===== src/core/clock_fail_monitor_ref_trim_pkg.sv =====
// Constants, register map and state type of the clock monitor and trim block
package clock_fail_monitor_ref_trim_pkg;
    localparam logic [3:0] TRIM_OFS = 4'h0;
    localparam logic [3:0] CTRL_OFS = 4'h4;
    localparam logic [3:0] STAT_OFS = 4'h8;
    localparam logic [3:0] MASK_OFS = 4'hC;

    localparam int TRIM_W = 9;
    localparam int TRIM_LSB = 23;
    localparam int DIV_W = 15;
    localparam int CTRL_DIV_LSB = 16;
    localparam int CTRL_ON_BIT = 15;
    localparam int CTRL_DIVSW_BIT = 9;
    localparam int CTRL_ACTIVE_BIT = 8;
    localparam int CTRL_FALLBACK_BIT = 1;
    localparam int CTRL_RESTORE_BIT = 0;

    localparam int EVT_W = 2;
    localparam int STAT_FAIL_BIT = 0;
    localparam int STAT_VIOL_BIT = 1;

    localparam int CNT_W = 16;
    localparam int FAIL_TIMEOUT_DEF = 64;

    localparam logic [TRIM_W-1:0] TRIM_RST = 9'h000;
    localparam logic [DIV_W-1:0] DIV_RST = 15'h0000;
    localparam logic [EVT_W-1:0] EVT_RST = 2'h0;

    typedef struct packed {
        logic [2:0] mclk_sync;
        logic mclk_lvl;
        logic [2:0] sleep_sync;
        logic sleep_lvl;
        logic [2:0] act_sync;
        logic act_lvl;
        logic [CNT_W-1:0] cnt;
        logic fallback;
        logic nmi;
        logic [TRIM_W-1:0] trim_reg;
        logic [TRIM_W-1:0] trim_applied;
        logic [TRIM_W-1:0] trim_out;
        logic on;
        logic divsw;
        logic div_switch;
        logic [DIV_W-1:0] div;
        logic [EVT_W-1:0] status;
        logic [EVT_W-1:0] mask;
        logic irq;
        logic ack;
        logic [31:0] dat;
    } state_t;
endpackage


===== src/core/clock_fail_monitor_ref_trim.sv =====
// Clock failure monitor with fallback switch, NMI and reference trim register
// What this block does
// On a main clock stop the core clock moves to the internal fast RC.
// A detected clock stop also raises a non-maskable interrupt.
// In sleep the monitor halts, so no detection or switchover happens.
// Trim is a nine-bit field at bits 31:23, zero at reset; 22:0 read zero.
// While the output is on, new trim applies only on a divider switch.
// Software must not write trim while output enable and active differ.
// Trim has no effect on the reference output while the divisor is zero.
module clock_fail_monitor_ref_trim
    import clock_fail_monitor_ref_trim_pkg::*;
#(
    parameter int unsigned FAIL_TIMEOUT = FAIL_TIMEOUT_DEF
) (
    input wire logic clk_i,
    input wire logic rst_i,
    input wire logic cyc_i,
    input wire logic stb_i,
    input wire logic we_i,
    input wire logic [3:0] adr_i,
    input wire logic [3:0] sel_i,
    input wire logic [31:0] dat_i,
    output logic [31:0] dat_o,
    output logic ack_o,
    input wire logic main_clk_i,
    input wire logic sleep_i,
    input wire logic ref_active_i,
    output logic clk_sel_frc_o,
    output logic nmi_o,
    output logic irq_o,
    output logic ref_on_o,
    output logic [DIV_W-1:0] ref_div_o,
    output logic [TRIM_W-1:0] ref_trim_o,
    output logic ref_div_switch_o
);
    if (FAIL_TIMEOUT < 2 || FAIL_TIMEOUT >= (1 << CNT_W)) begin : g_chk
        $error("FAIL_TIMEOUT out of range");
    end

    localparam logic [CNT_W-1:0] CNT_LAST = CNT_W'(FAIL_TIMEOUT - 1);

    state_t s_ff;
    state_t nxt_s;

    logic req;
    logic wr;
    logic mclk_edge;
    logic fail_evt;
    logic viol_evt;
    logic [31:0] wmask;
    logic [31:0] trim_img;
    logic [31:0] ctrl_img;
    logic [31:0] trim_new;
    logic [31:0] ctrl_new;
    logic [EVT_W-1:0] evt;
    logic [EVT_W-1:0] w1c;

    always_comb begin
        nxt_s = s_ff;
        req = cyc_i && stb_i && !s_ff.ack;
        wr = req && we_i;
        wmask = {{8{sel_i[3]}}, {8{sel_i[2]}}, {8{sel_i[1]}}, {8{sel_i[0]}}};
        trim_img = {s_ff.trim_reg, 23'h00_0000};
        ctrl_img = 32'h0000_0000;
        ctrl_img[CTRL_DIV_LSB +: DIV_W] = s_ff.div;
        ctrl_img[CTRL_ON_BIT] = s_ff.on;
        ctrl_img[CTRL_DIVSW_BIT] = s_ff.divsw;
        trim_new = (trim_img & ~wmask) | (dat_i & wmask);
        ctrl_new = (ctrl_img & ~wmask) | (dat_i & wmask);
        fail_evt = 1'b0;
        viol_evt = 1'b0;
        w1c = '0;

        // Pin inputs: a change counts once the second and third stage agree
        nxt_s.mclk_sync = {s_ff.mclk_sync[1:0], main_clk_i};
        nxt_s.sleep_sync = {s_ff.sleep_sync[1:0], sleep_i};
        nxt_s.act_sync = {s_ff.act_sync[1:0], ref_active_i};
        if (s_ff.mclk_sync[1] == s_ff.mclk_sync[2]) begin
            nxt_s.mclk_lvl = s_ff.mclk_sync[2];
        end
        if (s_ff.sleep_sync[1] == s_ff.sleep_sync[2]) begin
            nxt_s.sleep_lvl = s_ff.sleep_sync[2];
        end
        if (s_ff.act_sync[1] == s_ff.act_sync[2]) begin
            nxt_s.act_lvl = s_ff.act_sync[2];
        end
        mclk_edge = (s_ff.mclk_sync[1] == s_ff.mclk_sync[2])
            && (s_ff.mclk_sync[2] != s_ff.mclk_lvl);

        // Needs clk_i at least four times the main clock rate to see edges
        if (s_ff.sleep_lvl) begin
            nxt_s.cnt = '0;
        end else if (mclk_edge || s_ff.fallback) begin
            nxt_s.cnt = '0;
        end else if (s_ff.cnt == CNT_LAST) begin
            nxt_s.cnt = '0;
            fail_evt = 1'b1;
            nxt_s.fallback = 1'b1;
        end else begin
            nxt_s.cnt = s_ff.cnt + 1'b1;
        end
        nxt_s.nmi = fail_evt;

        // Divider switch takes the pending trim, then clears itself
        nxt_s.div_switch = s_ff.divsw;
        if (s_ff.divsw) begin
            nxt_s.trim_applied = s_ff.trim_reg;
            nxt_s.divsw = 1'b0;
        end

        if (wr && adr_i == TRIM_OFS) begin
            nxt_s.trim_reg = trim_new[TRIM_LSB +: TRIM_W];
            if (!s_ff.on) begin
                nxt_s.trim_applied = trim_new[TRIM_LSB +: TRIM_W];
            end
            viol_evt = (s_ff.on != s_ff.act_lvl);
        end
        if (wr && adr_i == CTRL_OFS) begin
            nxt_s.div = ctrl_new[CTRL_DIV_LSB +: DIV_W];
            nxt_s.on = ctrl_new[CTRL_ON_BIT];
            if (ctrl_new[CTRL_DIVSW_BIT]) begin
                nxt_s.divsw = 1'b1;
            end
            if (sel_i[0] && dat_i[CTRL_RESTORE_BIT] && !fail_evt) begin
                nxt_s.fallback = 1'b0;
            end
        end
        if (wr && adr_i == STAT_OFS) begin
            w1c = dat_i[EVT_W-1:0] & {EVT_W{sel_i[0]}};
        end
        if (wr && adr_i == MASK_OFS && sel_i[0]) begin
            nxt_s.mask = dat_i[EVT_W-1:0];
        end

        // Zero divisor means the output bypasses the divider and trim
        nxt_s.trim_out = (nxt_s.div == '0) ? '0 : nxt_s.trim_applied;

        // Set wins over a same-cycle clear
        evt = '0;
        evt[STAT_FAIL_BIT] = fail_evt;
        evt[STAT_VIOL_BIT] = viol_evt;
        nxt_s.status = (s_ff.status & ~w1c) | evt;
        nxt_s.irq = |(nxt_s.status & nxt_s.mask);

        nxt_s.ack = req;
        nxt_s.dat = 32'h0000_0000;
        if (req && !we_i) begin
            unique case (adr_i)
                TRIM_OFS: nxt_s.dat = trim_img;
                CTRL_OFS: begin
                    nxt_s.dat = ctrl_img;
                    nxt_s.dat[CTRL_ACTIVE_BIT] = s_ff.act_lvl;
                    nxt_s.dat[CTRL_FALLBACK_BIT] = s_ff.fallback;
                end
                STAT_OFS: nxt_s.dat[EVT_W-1:0] = s_ff.status;
                MASK_OFS: nxt_s.dat[EVT_W-1:0] = s_ff.mask;
                default: nxt_s.dat = 32'h0000_0000;
            endcase
        end
    end

    always_ff @(posedge clk_i) begin
        if (rst_i) begin
            s_ff <= '0;
            s_ff.trim_reg <= TRIM_RST;
            s_ff.trim_applied <= TRIM_RST;
            s_ff.trim_out <= TRIM_RST;
            s_ff.div <= DIV_RST;
            s_ff.status <= EVT_RST;
            s_ff.mask <= EVT_RST;
        end else begin
            s_ff <= nxt_s;
        end
    end

    assign dat_o = s_ff.dat;
    assign ack_o = s_ff.ack;
    assign clk_sel_frc_o = s_ff.fallback;
    assign nmi_o = s_ff.nmi;
    assign irq_o = s_ff.irq;
    assign ref_on_o = s_ff.on;
    assign ref_div_o = s_ff.div;
    assign ref_trim_o = s_ff.trim_out;
    assign ref_div_switch_o = s_ff.div_switch;
endmodule


===== config.mk =====
export PLATFORM = sky130hd
export DESIGN_NAME = clock_fail_monitor_ref_trim
export DESIGN_NICKNAME = d
export VERILOG_FILES = /design/src/core/clock_fail_monitor_ref_trim_pkg.sv /design/src/core/clock_fail_monitor_ref_trim.sv
export SDC_FILE = /design/constraint.sdc
export NUM_CORES = 1
export LEC_CHECK = 0
export ABC_AREA = 1
export BUFFER_PORTS_ARGS = -buffer_cell sky130_fd_sc_hd__clkbuf_2
export CORE_ASPECT_RATIO = 1.75
export CORE_UTILIZATION = 43
export DETAILED_ROUTE_END_ITERATION = 16
export PLACE_DENSITY_LB_ADDON = 0.25
export SLEW_MARGIN = 40
export SYNTH_ARGS = -nofsm -noshare
export SYNTH_HDL_FRONTEND = slang
export SYNTH_SLANG_ARGS = --single-unit

===== constraint.sdc =====
create_clock -name clk_i -period 2.8 [get_ports clk_i]
set_input_delay 0.56 -clock clk_i [delete_from_list [all_inputs] [get_ports clk_i]]
set_output_delay 0.56 -clock clk_i [all_outputs]
set_load 0.1 [all_outputs]

==> results of run 1 <==
-- cell type report --
| cell class | count | area (sq um) |
|---|---|---|
| fill | 1014 | 5310 |
| sequential | 102 | 2040 |
| multi-input combinational | 382 | 1840 |
| timing repair buffer | 92 | 475 |
| clock buffer | 13 | 240 |
| inverter | 62 | 233 |
| tap | 127 | 159 |
| clock inverter | 3 | 68.8 |
-- path summary, 6_finish.rpt --
kind              start             to  slack (ns)  cells after the start
max            adr_i[1]  ref_trim_o[2]        0.73                     11
min reg2reg  nxt_s[103]     nxt_s[104]        0.41                      2
min          main_clk_i     nxt_s[111]        0.41                      3
max reg2reg       ack_o  ref_trim_o[2]        0.83                     10
-- stage by stage --
step	cells	hold WS (ns)	util
5_1_grt	781	0.400	0.488
3_5_place_dp	765	0.403	0.458
2_1_floorplan	622	0.388	-
4_1_cts	781	0.394	0.488
6_report	781	0.405	0.488
3_3_place_gp	765	0.404	0.458
-- routing by layer --
layer,vias to the layer above,wire [microns]
li1,1950,-
met1,1712,4140
met2,106,5140
met3,17,496
met4,0,235
met5,-,0
-- kinds of logic (layout without fill, tap and decap cells) --
| kind of cell | after synthesis | count (layout) |
|---|---|---|
| and+or+nand+nor | 261 | 261 |
| buffers and inverters | 138 | 170 |
| AOI/OAI and AO/OA | 102 | 102 |
| DFF | 102 | 102 |
| xor gates and xnor gates | 6 | 6 |
| adders and majority gates | 1 | 1 |
| other | 1 | 11 |
| muxes | 1 | 1 |
-- cells in the final DEF, fill, tap and decap left out, types with 2 or more instances in the layout --
master,Yosys,final
sky130_fd_sc_hd__a211oi_1,5,5
sky130_fd_sc_hd__a21boi_0,7,7
sky130_fd_sc_hd__a21oi_1,51,51
sky130_fd_sc_hd__buf_4,56,6
sky130_fd_sc_hd__bufinv_16,0,2
sky130_fd_sc_hd__clkbuf_1,8,4
sky130_fd_sc_hd__clkbuf_16,0,9
sky130_fd_sc_hd__clkbuf_2,0,86
sky130_fd_sc_hd__conb_1,1,11
sky130_fd_sc_hd__dfxtp_1,102,102
sky130_fd_sc_hd__inv_1,59,59
sky130_fd_sc_hd__inv_2,3,3
sky130_fd_sc_hd__nand2_1,149,149
sky130_fd_sc_hd__nand2_2,2,2
sky130_fd_sc_hd__nand2_4,2,2
sky130_fd_sc_hd__nand3_1,13,13
sky130_fd_sc_hd__nand4_1,4,4
sky130_fd_sc_hd__nor2_1,56,56
sky130_fd_sc_hd__nor2_4,4,4
sky130_fd_sc_hd__nor3_1,21,21
sky130_fd_sc_hd__o211ai_1,9,9
sky130_fd_sc_hd__o21ai_0,23,23
sky130_fd_sc_hd__o31ai_1,2,2
sky130_fd_sc_hd__or2_2,4,4
sky130_fd_sc_hd__xor2_1,5,5
-- registers in the layout (all words and copies together) (netlist names), named ones only --
signal	cells
nmi_o	1
ref_div_switch_o	1
irq_o	1
ref_div_o	15
clk_sel_frc_o	1
dat_o	21
ref_trim_o	9
s_ff	44
nxt_s	6
ack_o	1
-- worst max-delay path, stage by stage --
cell and delay (ns):
sky130_fd_sc_hd__clkbuf_2 0.10, sky130_fd_sc_hd__nor2_4 0.17, sky130_fd_sc_hd__inv_2 0.08, sky130_fd_sc_hd__nor2_1 0.14
sky130_fd_sc_hd__nand2_1 0.35, sky130_fd_sc_hd__nor2_1 0.27, sky130_fd_sc_hd__nor2_1 0.07, sky130_fd_sc_hd__nor2_1 0.09
sky130_fd_sc_hd__nand2_1 0.10, sky130_fd_sc_hd__nor2_4 0.24, sky130_fd_sc_hd__a21oi_1 0.11
-- power by group through the flow --
| stage | clock, mW | sequential, mW | combinational [mW] |
|---|---|---|---|
| finish | 1.31 | 1.47 | 0.203 |
| global route | 1.41 | 1.47 | 0.219 |
| CTS | 1.34 | 1.47 | 0.204 |
| detailed placement | 0 | 1.50 | 0.203 |
| global placement | 0 | 1.50 | 0.201 |
| floorplan | 0 | 1.51 | 0.160 |
==> results.md, run 1 <==
- The predominant post-synthesis flop cell is sky130_fd_sc_hd__dfxtp_1.
- After floorplanning, the core was sized to cover 10400 sq um.
- Of the total synthesized cell area, the portion taken by AND, OR, NAND and NOR gates is 0.246.
- The worst setup path is launched from an input port.
- The routed via count divided by cell count is 4.85.
- The cts-stage hold buffer count is 0.
- Max-cap violations in this run came to 0.
- Summed over all cells, the static leakage comes to 2.33 nW.
- In this run the cell area of the synthesized design comes to 4610 sq um.
- After synthesis, the share of cell area in mux cells is 0.00217.
- Of the total power, registers draw 0.493.
- The met2 usage is 0.340.
- The worst supply voltage drop on vdd is 0.000346 V.
- The number of storage elements in the synthesis netlist is 102.
- After routing, the total negative slack on setup checks comes to 0 ns.
- The number of antenna violations at the first check in global routing is 0.
- The clock net in this run drives a total of 102 sinks.
- The async set-reset flop share out of synthesis is 0.
- In the routed design, unresolved DRC markers number 0.
- The setup fix buffers added after clock tree synthesis is 0.
- The proportion of synthesized chip area in sequential cells is 0.443.
- The timing-limited maximum frequency is 483 MHz.
- Measured against its own limit, the worst slew margin works out to 0.627.
- Counting flops with a built-in enable in the synthesized netlist gives 0.
- The initial core utilization is 0.445.
- For this run, the detailed router's first-pass iteration total came to 4.
- sky130_fd_sc_hd__dfxtp_1 takes more of the synthesized area than any other cell.
- Setup violations remaining at the end of the flow were counted as 0.
- Setup repair after global routing left no endpoint under its margin.
- The die is 80.3 microns wide.
- The design draws 2.98 mW.
- By area, the combinational part of the netlist is dominated by simple AND/OR/NAND/NOR gates.
- The I/O pin count is 110.
- The worst path required time is 3.02 ns.
- For met3 alone, demand over resource in global routing was 0.0474.
- The detailed-route via count is 3785.
- The clock tree skew after final layout is 0.00624 ns.
- The cell internal power dissipation is 2.30 mW.
- The commonest cells after synthesis are sky130_fd_sc_hd__nand2_1 (149), sky130_fd_sc_hd__dfxtp_1 (102), sky130_fd_sc_hd__inv_1 (59), sky130_fd_sc_hd__buf_4 (56), sky130_fd_sc_hd__nor2_1 (56).
- At the end of routability-driven placement, the weighted congestion stood at 0.882.
- The flow ran to the end, and the final reports show no timing, DRC or antenna violations.
- The worst path needs 2.07 ns of the cycle, external delays included.
- The count of input and output buffers is 86.
- The final instance area is 5060 sq um.
- Yosys mapped the design onto 40 distinct sky130hd cell types.
- 0 antenna diodes ended up in the layout.
- The type of the worst min-delay path is input port to flop.
- The startpoint-to-endpoint class of the critical path is input port to flop.
- The switching fraction of total power is 0.230.
- Once detail routing completed, the nets flagged for antenna violations numbered 0.
- The number of global-route vias before repair is 3731.
- Among all cell types in the netlist, the one instantiated most often is sky130_fd_sc_hd__nand2_1.
- The die outline height is 139 microns.
- Of the cells placed in the final design, the portion with a size suffix greater than 1 is 0.188.
- Of the post-synthesis cell area, the dominant cell type holds 0.443.
- The tree is rooted in a sky130_fd_sc_hd__clkbuf_16.
- The maximum clock insertion buffer count is 2.
- The analysis attributes to net switching a power of 687 uW.
- For this run, the number of Yosys warnings is 0.
- Once placement finished, the instance area stood at 4750 sq um.
- The register clock-pin slew on the reported worst setup and hold paths is 0.06 ns.
- The share of total power dissipated in the clock network is 0.439.
- The count of H-tree levels built during CTS is 3.
- The later-pin clock latency in the skew report is 0.34 ns.
- The area growth from synthesis to layout is 9.72%.
- The number of gates resized after cts is 0.
- The total count of hold-check failures in the final report is 0.
- Entering global routing, the biggest net connects 22 pins.
- A synthesized cell averages 7.53 sq um.
- The max-slew violation count is 0.
- The share of the clock period used by the worst path is 0.740.
- The complex-gate fraction of the synthesized area is 0.128.
- In the global route stage, overall resource usage came out at 0.194.
- The total routed wirelength is 10.0 mm.
- TritonCTS built the clock tree.
- The first global-routing pass estimated 16.8 mm of wire.
- The most heavily used metal layer in global routing is met2.
- Summed over all layers, the global routing overflow is 0.
- The die covers 11200 sq um.
- The type of destination of the critical path is a flop.
- Of the total synthesized cell area, the portion taken by full adders, half adders and majority gates is 0.00272.
- The gate count after technology mapping is 612.
- The total CTS buffers is 9.
- Dividing the detail-routed wire length by the instance count gives 12.8 microns.
- In this run the worst path has a maximum fanout of 14.
- The post-layout worst setup margin is 0.729 ns.
- At the worst endpoint, the arrival time is 2.29 ns.
- The pre-CTS worst setup slack is 0.343 ns.
- Of the total power, combinational logic draws 0.068.
- The slew of the pin with the lowest slew margin is 0.562 ns.
- Dividing total power by cell area gives a power density of 590 nW/um^2.
- The post-DP HPWL is 7.51 mm.
- The xor and xnor area share after synthesis is 0.0114.
- The detailed router's first-iteration violation count is 155.
- The final net count is 698.
- For met1 alone, demand over resource in global routing was 0.214.
- The number of placement rows is 49.
- In the post-synthesis netlist, the biggest area contributors are sky130_fd_sc_hd__dfxtp_1 (44%), sky130_fd_sc_hd__nand2_1 (12%), sky130_fd_sc_hd__buf_4 (9.1%).
Note: power is estimated with default switching activity, not from simulation.
==> run 2: changes to the inputs <==
- clock period: 2.8 -> 1.7 ns (I/O delays scaled with it)
==> results.md, run 2 (synthesis gave the netlist of run 1 again) <==
- The top fanout value on the critical path is 8.
- Data on the critical path arrives at its endpoint at 1.91 ns.
- The end of the worst hold path is nxt_s[111].
- The share of the core filled with cells in the final layout is 0.530.
- The cell count of the worst hold path is 3.
- The global-route usage over all layers is 0.209.
- The initial core utilization is 0.445.
- For this block, the initial DRC count from the detailed router was 150.
- Subtracting the final worst setup slack from the clock period gives 1.69 ns.
- Summed over all layers, the routed wires come to 11.3 mm.
- In the final layout, the multi-input gates occupy 1950 sq um.
- The final count of negative-setup-slack endpoints is 0.
- Global routing finished with a remaining overflow of 0.
- The total count of hold-check failures in the final report was 0.
- The number of placement rows is 49.
- After legalization and detailed placement, the total HPWL measured 8.17 mm.
- The type of origin of the critical path is a flop.
- The tool flagged a number of max-cap violations equal to 0.
- Counting every sink on the clock net gives 102.
- The startpoint-to-endpoint class of the critical path is flop to flop.
- Setup repair after global routing could not meet its margin everywhere.
- At the pin with the least slew margin, the transition time is 0.549 ns.
- The number of antenna violations at the first check in global routing came to 0.
- Buffers inserted during clock tree synthesis total 9.
- Counting flops per register, the top entry is s_ff.
- Leaving out fill and tap cells, the most frequent cell in the layout is sky130_fd_sc_hd__nand2_1.
- The cts-stage hold buffer count is 0.
- The overall power after layout is 4.83 mW.
- The number of remaining DRC errors is 0.
- The final instance area is 5490 sq um.
- The type of the worst min-delay path is input port to flop.
- Fill cells in the final layout number 1002.
- The max-slew violation count is 0.
- Routability-driven placement finished with a final weighted congestion of 0.894.
- The wire length of the first global-routing pass is 17.6 mm.
- Of the cells placed in the final design, the portion with a size suffix greater than 1 is 0.270.
- Measured against its own limit, the worst slew margin works out to 0.631.
- The count of input and output buffers is 86.
- The later-pin clock latency in the skew report is 0.34 ns.
- The maximum single-stage delay on the critical path is 0.35 ns.
- The layout overhead on the synthesized area is 19.1%.
- The number of global-route vias before repair was 3926.
- The die covers 11200 sq um.
- The reg-to-reg setup timing slack is 0.01 ns.
- In the routed layout, each cell is associated on average with a via count of 4.93.
- The startpoint of the most critical register-to-register path is ack_o.
- At the end of the flow, the number of nets in the layout was 734.
- The antenna violation net count after detailed routing is 0.
- The type of destination of the critical path is a flop.
- Counting stages on the worst path, the most repeated cell is sky130_fd_sc_hd__buf_6.
- The largest net degree at the start of global routing is 21.
- In this run the number of H-tree levels came out at 3.
- In this run the count of I/O pins placed on the die edge is 110.
- The worst path required time is 1.93 ns.
- The worst reg-to-reg path cell count is 10.
- The share of the clock period used by the worst path is 0.991.
- Summing over every cut layer, the via total after detailed routing is 4031.
- In the final routed layout, each cell accounts on average for 13.8 microns.
- The source of the worst hold timing path is main_clk_i.
- Clock tree synthesis selected as its root buffer the cell sky130_fd_sc_hd__clkbuf_16.
- Before antenna repair, the detailed router went through 4 iterations.
- The placeable core region is 10400 sq um.
- Across the routed clock network, the largest skew measured is 0.00341 ns.
- In the layout the commonest cells are sky130_fd_sc_hd__nand2_1 (143), sky130_fd_sc_hd__dfxtp_1 (100), sky130_fd_sc_hd__clkbuf_2 (86).
- The register with the most flip-flops in the layout has 44 of them.
- The register cell area after layout is 2050 sq um.
- The chip width is 80.3 microns.
- The power per cell area is 880 nW/um^2.
- The timing-limited maximum frequency is 593 MHz.
- In this run the cell area measured after placement is 5060 sq um.
- Measured along the y axis, the die boundary spans 139 microns.
- Summed over all cells, the static leakage comes to 2.54 nW.
- The count of antenna diodes in the layout is 0.
- The run finished with clean final reports.
- The worst supply voltage drop on vdd is 0.000555 V.
- The clock passes through at most 2 buffers.
- Walking the worst path, the cells encountered are inv_4 -> nand4_1 -> buf_6 -> nor2_8 -> buf_6 -> o21ai_2 -> nor2_2 -> nand2_2 -> nor2_4 -> a21oi_1.
- The worst register-to-register path ends at ref_trim_o[0].
- Clock-pin slew was measured on the worst setup and hold paths at 0.07 ns.
- TritonCTS built the clock tree.
- The slowest stage of the critical path belongs to the cell sky130_fd_sc_hd__dfxtp_4.
[run 2: changes by cell type in the layout (fill, tap and decap cells not counted), moves of 3 or more]
cell / change
sky130_fd_sc_hd__nor2_4: +4
sky130_fd_sc_hd__nor2_2: +4
sky130_fd_sc_hd__buf_4: +26
sky130_fd_sc_hd__clkinv_2: +3
sky130_fd_sc_hd__buf_6: +3
sky130_fd_sc_hd__clkbuf_1: -3
sky130_fd_sc_hd__nand2_1: -6
sky130_fd_sc_hd__buf_12: +5
sky130_fd_sc_hd__nor2_1: -6
sky130_fd_sc_hd__nand2_2: +6
[run 2: how the worst max path moves through the flow]
stage / startpoint / end / slack (ns) / cells past startpoint
after floorplan: ack_o / ref_trim_o[0] / -0.003 / 9
after detailed placement: adr_i[2] / ref_trim_o[2] / -0.14 / 11
after global routing: ack_o / ref_trim_o[3] / -0.07 / 11
final: ack_o / ref_trim_o[0] / 0.01 / 10
after CTS: ack_o / ref_trim_o[7] / 0.00002 / 10
after global placement: adr_i[2] / ref_trim_o[1] / -0.11 / 11
[run 2: stage by stage]
stage	hold WS, ns	setup slack (ns)	setup TNS, ns	instances
6_report	0.179	0.0147	0	817
5_1_grt	0.194	-0.0711	-0.468	817
4_1_cts	0.169	0.0000184	0	815
3_5_place_dp	0.399	-0.144	-1.25	797
3_3_place_gp	0.392	-0.108	-0.917	797
2_1_floorplan	0.388	-0.00316	-0.0285	622
[run 2: metal layers]
layer,GRT usage,up-vias,part of all wire
met5,0,-,0
met4,0.145,0,0.055
met3,0.0421,48,0.040
met2,0.386,115,0.55
met1,0.199,1834,0.36
li1,-,2034,-
[run 2: worst max-delay path, delay by kind of cell, from the launching register on]
kind	cells	cell delay [ns]
AO/OA/AOI/OAI	2	0.15
buffers and inverters	3	0.34
AND/OR/NAND/NOR	5	0.72
flip-flops	1	0.35
[run 2: cell type report]
| class | count | area share |
|---|---|---|
| inverters | 62 | 0.0428 |
| clock buffers | 10 | 0.0417 |
| flip-flops and latches | 102 | 0.373 |
| multi-input cells | 384 | 0.356 |
| well taps | 127 | 0.0289 |
| clock inverters | 6 | 0.0114 |
| repair buffers | 126 | 0.147 |
[run 2: power by group]
part	internal, mW	total [mW]	switching (mW)
combinational	0.108	0.386	0.278
sequential	2.41	2.42	0.0127
clock	1.14	2.03	0.887
total	3.66	4.83	1.18
[run 2: timing repair]
action                                  in CTS  in global routing
endpoints found under the setup margin       9                 29
pin swaps                                    5                 13
setup buffers                                1                  1
gates resized for setup                      8                 25
cloned                                       1                  1
